`src/verilog/pcd_regs.svh`:
```
// constants for the primary command decoder
`ifndef PCD_REGS_SVH
`define PCD_REGS_SVH
// ****************
// command codes (active high)
// ****************
`define PCD_CMD_SPECIAL  4'h1
`define PCD_CMD_IO_RD    4'h2
`define PCD_CMD_IO_WR    4'h3
`define PCD_CMD_MEM_RD   4'h6
`define PCD_CMD_MEM_WR   4'h7
`define PCD_CMD_ALIAS_RB 4'h8
`define PCD_CMD_ALIAS_WB 4'h9
`define PCD_CMD_CFG_RD   4'hA
`define PCD_CMD_CFG_WR   4'hB
`define PCD_CMD_MRM      4'hC
`define PCD_CMD_DAC      4'hD
`define PCD_CMD_MRL      4'hE
`define PCD_CMD_MWI      4'hF
// ****************
// config address fields
// ****************
`define PCD_CFG_TYPE_LSB 0
`define PCD_CFG_TYPE_MSB 1
`define PCD_CFG_TYPE0    2'h0
`define PCD_CFG_TYPE1    2'h1
`define PCD_CFG_FN_LSB   8
`define PCD_CFG_FN_MSB   10
`define PCD_CFG_DEV_LSB  11
`define PCD_CFG_DEV_MSB  15
`define PCD_CFG_BUS_LSB  16
`define PCD_CFG_BUS_MSB  23
`define PCD_SPC_DEV      5'h1F
`define PCD_SPC_FN       3'h7
// ****************
// reset values
// ****************
`define PCD_RST_ADDR     64'h0
`define PCD_RST_CMD      4'h0
`endif

```
`src/verilog/pcd_pkg.sv`:
```
// types for the primary command decoder
package pcd_pkg;
  typedef enum logic {ST_ADDR, ST_DAC_HI} pcd_state_e;
  typedef enum logic [3:0] {
    K_NONE, K_CFG_LOCAL, K_CFG_T0, K_CFG_T1, K_SPECIAL, K_MEM_RD,
    K_MEM_WR, K_MRB, K_MWB, K_SPLIT, K_IO, K_MEM_LOCAL, K_IO_LOCAL
  } pcd_kind_e;
endpackage : pcd_pkg

```
`src/verilog/pcd_primary_cmd_decode.sv`:
```
// primary side command decoder of the bridge
`timescale 1ns/1ps
`include "pcd_regs.svh"

module pcd_primary_cmd_decode import pcd_pkg::*; #(
  parameter logic [31:0] CSR_MEM_SIZE = 32'h0000_1000,
  parameter logic [31:0] CSR_IO_SIZE  = 32'h0000_0100
) (
  // clock and reset
  input  wire logic        clk_i,
  input  wire logic        rstn_i,
  // primary address phase
  input  wire logic        addr_valid_i,
  input  wire logic [3:0]  primary_cmd_byte_en_n_i,
  input  wire logic [31:0] addr_i,
  input  wire logic        primary_config_select_i,
  // bridge configuration
  input  wire logic        pcix_mode_i,
  input  wire logic [7:0]  sec_bus_i,
  input  wire logic [7:0]  sub_bus_i,
  input  wire logic [63:0] mem_base_i,
  input  wire logic [63:0] mem_limit_i,
  input  wire logic [31:0] io_base_i,
  input  wire logic [31:0] io_limit_i,
  input  wire logic [31:0] csr_mem_base_i,
  input  wire logic [31:0] csr_io_base_i,
  // decision
  output logic             valid_o,
  output logic             claim_o,
  output logic             forward_o,
  output logic             local_o,
  output logic             dac_o,
  output pcd_kind_e        kind_o,
  output logic [3:0]       out_cmd_o,
  output logic [63:0]      out_addr_o
);

  // ****************
  // decode
  // ****************
  logic [3:0]  cmd_w;
  logic        ph_w;
  logic [1:0]  ctype_w;
  logic [7:0]  bus_w;
  logic [4:0]  dev_w;
  logic [2:0]  fn_w;
  logic        sec_hit_w;
  logic        sub_hit_w;
  logic        spc_w;
  pcd_state_e  state_reg;
  pcd_state_e  state_next;

  assign cmd_w     = ~primary_cmd_byte_en_n_i;
  assign ph_w      = (state_reg == ST_ADDR) && addr_valid_i;
  assign ctype_w   = addr_i[`PCD_CFG_TYPE_MSB:`PCD_CFG_TYPE_LSB];
  assign bus_w     = addr_i[`PCD_CFG_BUS_MSB:`PCD_CFG_BUS_LSB];
  assign dev_w     = addr_i[`PCD_CFG_DEV_MSB:`PCD_CFG_DEV_LSB];
  assign fn_w      = addr_i[`PCD_CFG_FN_MSB:`PCD_CFG_FN_LSB];
  assign sec_hit_w = (bus_w == sec_bus_i);
  assign sub_hit_w = (bus_w > sec_bus_i) && (bus_w <= sub_bus_i);
  assign spc_w     = (dev_w == `PCD_SPC_DEV) && (fn_w == `PCD_SPC_FN);

  logic [31:0] lo_reg;
  logic [31:0] lo_next;
  logic        valid_next;
  logic        claim_next;
  logic        fwd_next;
  logic        local_next;
  logic        dac_next;
  pcd_kind_e   kind_next;
  logic [3:0]  cmd_next;
  logic [63:0] addr_next;

  always_comb begin
    logic        dec;
    logic        dual;
    logic [63:0] a;
    logic        mem_in;
    logic        csr_m;
    logic        io_in;
    logic        csr_io;
    logic        wr;
    dec        = 1'b0;
    dual       = 1'b0;
    mem_in     = 1'b0;
    csr_m      = 1'b0;
    io_in      = 1'b0;
    csr_io     = 1'b0;
    wr         = 1'b0;
    a          = {32'h0, addr_i};
    state_next = state_reg;
    lo_next    = lo_reg;
    unique case (state_reg)
      ST_ADDR: begin
        if (addr_valid_i) begin
          if (cmd_w == `PCD_CMD_DAC) begin
            lo_next    = addr_i;
            state_next = ST_DAC_HI;
          end else begin
            dec = 1'b1;
          end
        end
      end
      ST_DAC_HI: begin
        a          = {addr_i, lo_reg};
        dec        = 1'b1;
        dual       = 1'b1;
        state_next = ST_ADDR;
      end
    endcase
    mem_in     = (a >= mem_base_i) && (a <= mem_limit_i);
    csr_m      = (a[63:32] == 32'h0) && (a[31:0] >= csr_mem_base_i)
                 && ((a[31:0] - csr_mem_base_i) < CSR_MEM_SIZE);
    io_in      = (addr_i >= io_base_i) && (addr_i <= io_limit_i);
    csr_io     = (addr_i >= csr_io_base_i)
                 && ((addr_i - csr_io_base_i) < CSR_IO_SIZE);
    valid_next = dec;
    claim_next = 1'b0;
    fwd_next   = 1'b0;
    local_next = 1'b0;
    dac_next   = dual;
    kind_next  = K_NONE;
    cmd_next   = `PCD_RST_CMD;
    addr_next  = a;
    if (dec) begin
      unique case (cmd_w)
        `PCD_CMD_CFG_RD, `PCD_CMD_CFG_WR: begin
          if (!dual && primary_config_select_i) begin
            if (ctype_w == `PCD_CFG_TYPE0) begin
              local_next = 1'b1;
              kind_next  = K_CFG_LOCAL;
              cmd_next   = cmd_w;
            end else if (ctype_w == `PCD_CFG_TYPE1) begin
              if (sec_hit_w && cmd_w == `PCD_CMD_CFG_WR && spc_w) begin
                fwd_next  = 1'b1;
                kind_next = K_SPECIAL;
                cmd_next  = `PCD_CMD_SPECIAL;
              end else if (sec_hit_w) begin
                fwd_next  = 1'b1;
                kind_next = K_CFG_T0;
                cmd_next  = cmd_w;
                addr_next = {a[63:2], `PCD_CFG_TYPE0};
              end else if (sub_hit_w) begin
                fwd_next  = 1'b1;
                kind_next = K_CFG_T1;
                cmd_next  = cmd_w;
              end
            end
          end
        end
        `PCD_CMD_IO_RD, `PCD_CMD_IO_WR: begin
          if (!dual && io_in) begin
            fwd_next  = 1'b1;
            kind_next = K_IO;
            cmd_next  = cmd_w;
          end else if (!dual && csr_io) begin
            local_next = 1'b1;
            kind_next  = K_IO_LOCAL;
            cmd_next   = cmd_w;
          end
        end
        `PCD_CMD_MRM: begin
          if (pcix_mode_i) begin
            if (sec_hit_w || sub_hit_w) begin
              fwd_next  = 1'b1;
              kind_next = K_SPLIT;
              cmd_next  = `PCD_CMD_MRM;
            end
          end else begin
            cmd_next = `PCD_CMD_MEM_RD;
          end
        end
        `PCD_CMD_MEM_RD:   cmd_next = `PCD_CMD_MEM_RD;
        `PCD_CMD_MEM_WR:   cmd_next = `PCD_CMD_MEM_WR;
        `PCD_CMD_MRL:      cmd_next = pcix_mode_i ? `PCD_CMD_MRL : `PCD_CMD_MEM_RD;
        `PCD_CMD_MWI:      cmd_next = pcix_mode_i ? `PCD_CMD_MWI : `PCD_CMD_MEM_WR;
        `PCD_CMD_ALIAS_RB: cmd_next = pcix_mode_i ? `PCD_CMD_MRL : `PCD_RST_CMD;
        `PCD_CMD_ALIAS_WB: cmd_next = pcix_mode_i ? `PCD_CMD_MWI : `PCD_RST_CMD;
        default: ;
      endcase
      if (kind_next == K_NONE && cmd_next != `PCD_RST_CMD) begin
        wr = (cmd_next == `PCD_CMD_MEM_WR) || (cmd_next == `PCD_CMD_MWI);
        if (mem_in) begin
          fwd_next = 1'b1;
          unique case (cmd_next)
            `PCD_CMD_MEM_RD: kind_next = K_MEM_RD;
            `PCD_CMD_MEM_WR: kind_next = K_MEM_WR;
            `PCD_CMD_MRL:    kind_next = K_MRB;
            default:         kind_next = K_MWB;
          endcase
        end else if (csr_m) begin
          local_next = 1'b1;
          kind_next  = K_MEM_LOCAL;
          cmd_next   = wr ? `PCD_CMD_MEM_WR : `PCD_CMD_MEM_RD;
        end else begin
          cmd_next = `PCD_RST_CMD;
        end
      end
      claim_next = fwd_next | local_next;
      if (!fwd_next) begin
        cmd_next = local_next ? cmd_next : `PCD_RST_CMD;
      end
    end
  end

  always_ff @(posedge clk_i or negedge rstn_i) begin
    if (!rstn_i) begin
      state_reg  <= ST_ADDR;
      lo_reg     <= 32'h0;
      valid_o    <= 1'b0;
      claim_o    <= 1'b0;
      forward_o  <= 1'b0;
      local_o    <= 1'b0;
      dac_o      <= 1'b0;
      kind_o     <= K_NONE;
      out_cmd_o  <= `PCD_RST_CMD;
      out_addr_o <= `PCD_RST_ADDR;
    end else begin
      state_reg  <= state_next;
      lo_reg     <= lo_next;
      valid_o    <= valid_next;
      claim_o    <= claim_next;
      forward_o  <= fwd_next;
      local_o    <= local_next;
      dac_o      <= dac_next;
      kind_o     <= kind_next;
      out_cmd_o  <= cmd_next;
      out_addr_o <= addr_next;
    end
  end
endmodule : pcd_primary_cmd_decode

```
`config.mk`:
```
export PLATFORM = sky130hd
export DESIGN_NAME = pcd_primary_cmd_decode
export DESIGN_NICKNAME = d
export VERILOG_FILES = /design/src/verilog/pcd_pkg.sv /design/src/verilog/pcd_primary_cmd_decode.sv
export VERILOG_INCLUDE_DIRS = /design/src /design/src/verilog
export SDC_FILE = /design/constraint.sdc
export NUM_CORES = 1
export LEC_CHECK = 0
export ABC_AREA = 0
export ABC_CLOCK_PERIOD_IN_PS = 11400
export BUFFER_PORTS_ARGS = -buffer_cell sky130_fd_sc_hd__buf_2
export CAP_MARGIN = 20
export CORE_UTILIZATION = 25
export DETAILED_ROUTE_END_ITERATION = 10
export GPL_ROUTABILITY_DRIVEN = 0
export PLACE_DENSITY = 0.52
export SLEW_MARGIN = 15
export SYNTH_ARGS = -nofsm -noshare
export SYNTH_HDL_FRONTEND = slang
export SYNTH_SLANG_ARGS = --single-unit
```
`constraint.sdc`:
```
create_clock -name clk_i -period 11.4 [get_ports clk_i]
set_input_delay 1.71 -clock clk_i [delete_from_list [all_inputs] [get_ports clk_i]]
set_output_delay 1.71 -clock clk_i [all_outputs]
set_load 0.05 [all_outputs]
```
==> metrics.cfg <==
[run_status]
run_status=completed

[grt]
globalRouteTotalUtil_pct=21.1
first_pass_grt_wire_length_um=88600
grt_max_degree=64
gr-total-overflow=0
vias_in_the_first_global_route=14500
antenna_violations_before_repair=14

[logic_synthesis]
synth_top_family_by_area=adder cells
yosys-top-cells-count=289 x inv_1, 272 x ha_1, 173 x nand2_1
yosys-mux-area-fraction_pct=3.39
synthesis.yosys.warnings=0
synth_nets=2360
post_synth_and_or_nand_nor_area_fraction_pct=19.3
ys_ff_latch=110
yosys.cell_count.top_type=inv_1
compound_gate_fraction_of_synth_area_pct=23.0
synth-edff-count=0
yosysTopAreaCell=ha_1
yosys.cell_types.count=94
ys.flop_type=dfrtp_1
total_standard_cell_area_after_synthesis_sq_mm=0.0140
syn_area_per_cell_sq_um=7.88
synth_top_area_share_pct=24.3
synthTopCellsByArea=ha_1 24%, dfrtp_1 20%, inv_1 7.8%, a21o_1 5.2%, a21oi_1 4.9%
synth_xor_area_share_pct=0.877
post_synth_fa_ha_maj_area_fraction_pct=24.3
synth_sequential_area_ratio_pct=19.7
postSynthCellCount=1775
synthArstFlopShare_pct=100

[setup_path]
worst-endpoint-required_ns=11.64
launch_instance_of_the_worst_register_to_register_path=state_reg
end_kind=flop
crit_path_max_incr_delay_ns=0.62
critical-path-slowest-cell=o21ai_0
ff2ff_setup_slack_ns=5.98
criticalPathCategory=in2reg
timing.critical_path.cells=buf_2, inv_1, o21ai_0, ha_1, a21oi_1, nand2b_1, a21boi_1, or3_2, a2111oi_4, o2111ai_1, or3b_1, a311oi_1
crit_fanout=7
cp.buffers_inverters=2
kind_of_start_point_of_the_critical_path=primary input
crit_family=compound AO/OA/AOI/OAI gates
cp_data_arrival_time_ns=5.94
crit-reg2reg-capture=kind_o[3]
ff2ff_path_depth=14
worst-path-stages=12

[placed_design]
detailed_place.area_sq_mm=0.0167
dp.final_hpwl_um=51000
port_buffer_count=389

[floorplanning]
ioPinCount=390
fp-row-count=86
die_area_sq_mm=0.0569
design.core.area_sq_mm=0.0552
start_util_pct=25.3
floorplan.die.width_um=238
die_height_um=238

[worst_hold_path]
holdPathStages=2
hold_class=reg2reg
min-delay-start=lo_reg[20]
hold-path-endpoint=lo_reg[20]

[clocking]
worst_setup_hold_path_clk_slew_ns=0.07
cts_num_sinks=110
hold_buffers=0
cts-buffers-inserted=9
tritoncts=done
clkLatencyLatePin_ns=0.39
postCtsSetupBuffers=0
htree_num_levels=3
cts-root-buf=clkbuf_16
cts_resized=0
clk_path_buf_depth=2

[drt]
wl_per_cell_um=21.1
detailedRoute.firstPassIterationCount=6
viasPerCell=5.07
detailedRoute.firstIterationViolations=1353
drc=0
drt-total-wl_um=61100
detail-route-antenna-nets=0
total_via_count_in_the_routed_design=14700

[final_layout]
finalInstanceArea_sq_mm=0.0170
final_core_utilization_pct=30.8
register_area_sq_mm=0.00275
nNetsFinal=2721
multi_input_comb_area_sq_mm=0.00991
layout-drive-gt1-share_pct=22.6
nFillCells=5951
largest_reg_flops=64
syn2layout_area_growth_pct=21.5

[sta]
final-max-slew-violation-count=0
setup-violations-final=0
max_clock_freq_mhz=175
layout_min_cycle_time_ns=5.70
layout_worst_path_cycle_share_pct=50.0
finalClockSkew_ns=0.0129
grt_setup_unrepaired=no
fin_setup_tns_ns=0
worst-slew-pin-transition_ns=1.06
timing.max_slew.rel_slack_pct=27.6
finalHoldViolCount=0

[run]
cap_viol_max_count=0

[power_and_ir_drop]
p_per_cell_area_mw_per_mm2=81.5
power_leakage_nw=9.54
design_power_total_w=0.00138
vdd_drop_max_mv=0.0768

-- where the power goes --
part | total (W) | switching, W | internal [W]
clock | 0.000337 | 0.000166 | 0.000171
sequential | 0.000437 | 0.0000150 | 0.000422
combinational | 0.000610 | 0.000384 | 0.000226
total | 0.00138 | 0.000564 | 0.000820
-- per-stage QoR --
step / std cells / hold WS (ns) / setup slack [ns]
4_1_cts: 2888 / 0.479 / 5.76
3_3_place_gp: 2872 / 0.452 / 5.34
3_5_place_dp: 2872 / 0.457 / 5.38
5_1_grt: 2892 / 0.491 / 5.51
2_1_floorplan: 1775 / 0.352 / 6.44
6_report: 2895 / 0.475 / 5.70
-- logic make-up (layout without fill, tap and decap cells) --
group / count (synthesis) / after routing
adders and majority gates: 272 / 272
DFF: 110 / 110
AOI/OAI and AO/OA: 477 / 477
and+or+nand+nor: 527 / 527
xor gates and xnor gates: 14 / 14
muxes: 43 / 43
other: 0 / 6
buffers and inverters: 332 / 698
-- final cells by class --
cell class / instances / area share [%]
multi-input cells: 1333 / 58.3
flip-flops and latches: 110 / 16.2
repair buffers: 393 / 11.8
inverters: 289 / 6.39
well taps: 748 / 5.51
clock buffers: 11 / 1.37
clock inverters: 5 / 0.354
diodes: 6 / 0.0884
-- worst register-to-register path: stages, from the launching register on --
cell and delay [ns]:
dfrtp_2 0.53, buf_4 0.62, mux2i_1 0.78, ha_1 0.28, nor2b_1 0.05, o211ai_1 0.21, nand3_1 0.12, a31oi_2 0.33
o21ai_1 0.18, and4_1 0.26, or3_2 0.46, a222oi_1 0.27, o2111ai_1 0.28, or3b_1 0.48, a311oi_1 0.44
-- placed cells by master (no fill, tap or decap), types with 16 or more instances in the layout --
| cell type | n |
|---|---|
| nor2b_1 | 16 |
| o21ai_0 | 87 |
| nand2_1 | 173 |
| mux2_2 | 35 |
| dfrtp_1 | 109 |
| a21oi_1 | 136 |
| nor3_1 | 29 |
| nor4_1 | 20 |
| nand3_1 | 31 |
| nor2_1 | 80 |
| nand4_1 | 64 |
| ha_1 | 272 |
| inv_1 | 289 |
| a211oi_1 | 17 |
| a21o_1 | 96 |
| o21a_1 | 26 |
| and2_1 | 37 |
| buf_2 | 388 |
-- worst max-delay path by stage --
stage | from | to | slack (ns)
3_5_place_dp | addr_i[16] | kind_o[3] | 5.38
5_1_grt | addr_i[11] | kind_o[3] | 5.51
4_1_cts | addr_i[16] | kind_o[3] | 5.76
3_3_place_gp | addr_i[16] | kind_o[3] | 5.34
2_1_floorplan | addr_i[10] | kind_o[1] | 6.44
6_report | addr_i[16] | kind_o[3] | 5.70
-- per-layer routing --
layer | routed length (um) | up-vias | track usage [%]
li1 | - | 7053 | -
met1 | 26100 | 6789 | 26.3
met2 | 26900 | 640 | 33.7
met3 | 4690 | 182 | 5.06
met4 | 3260 | 18 | 10.6
met5 | 106 | - | 0
No activity file was read; power rests on OpenSTA's default activity.
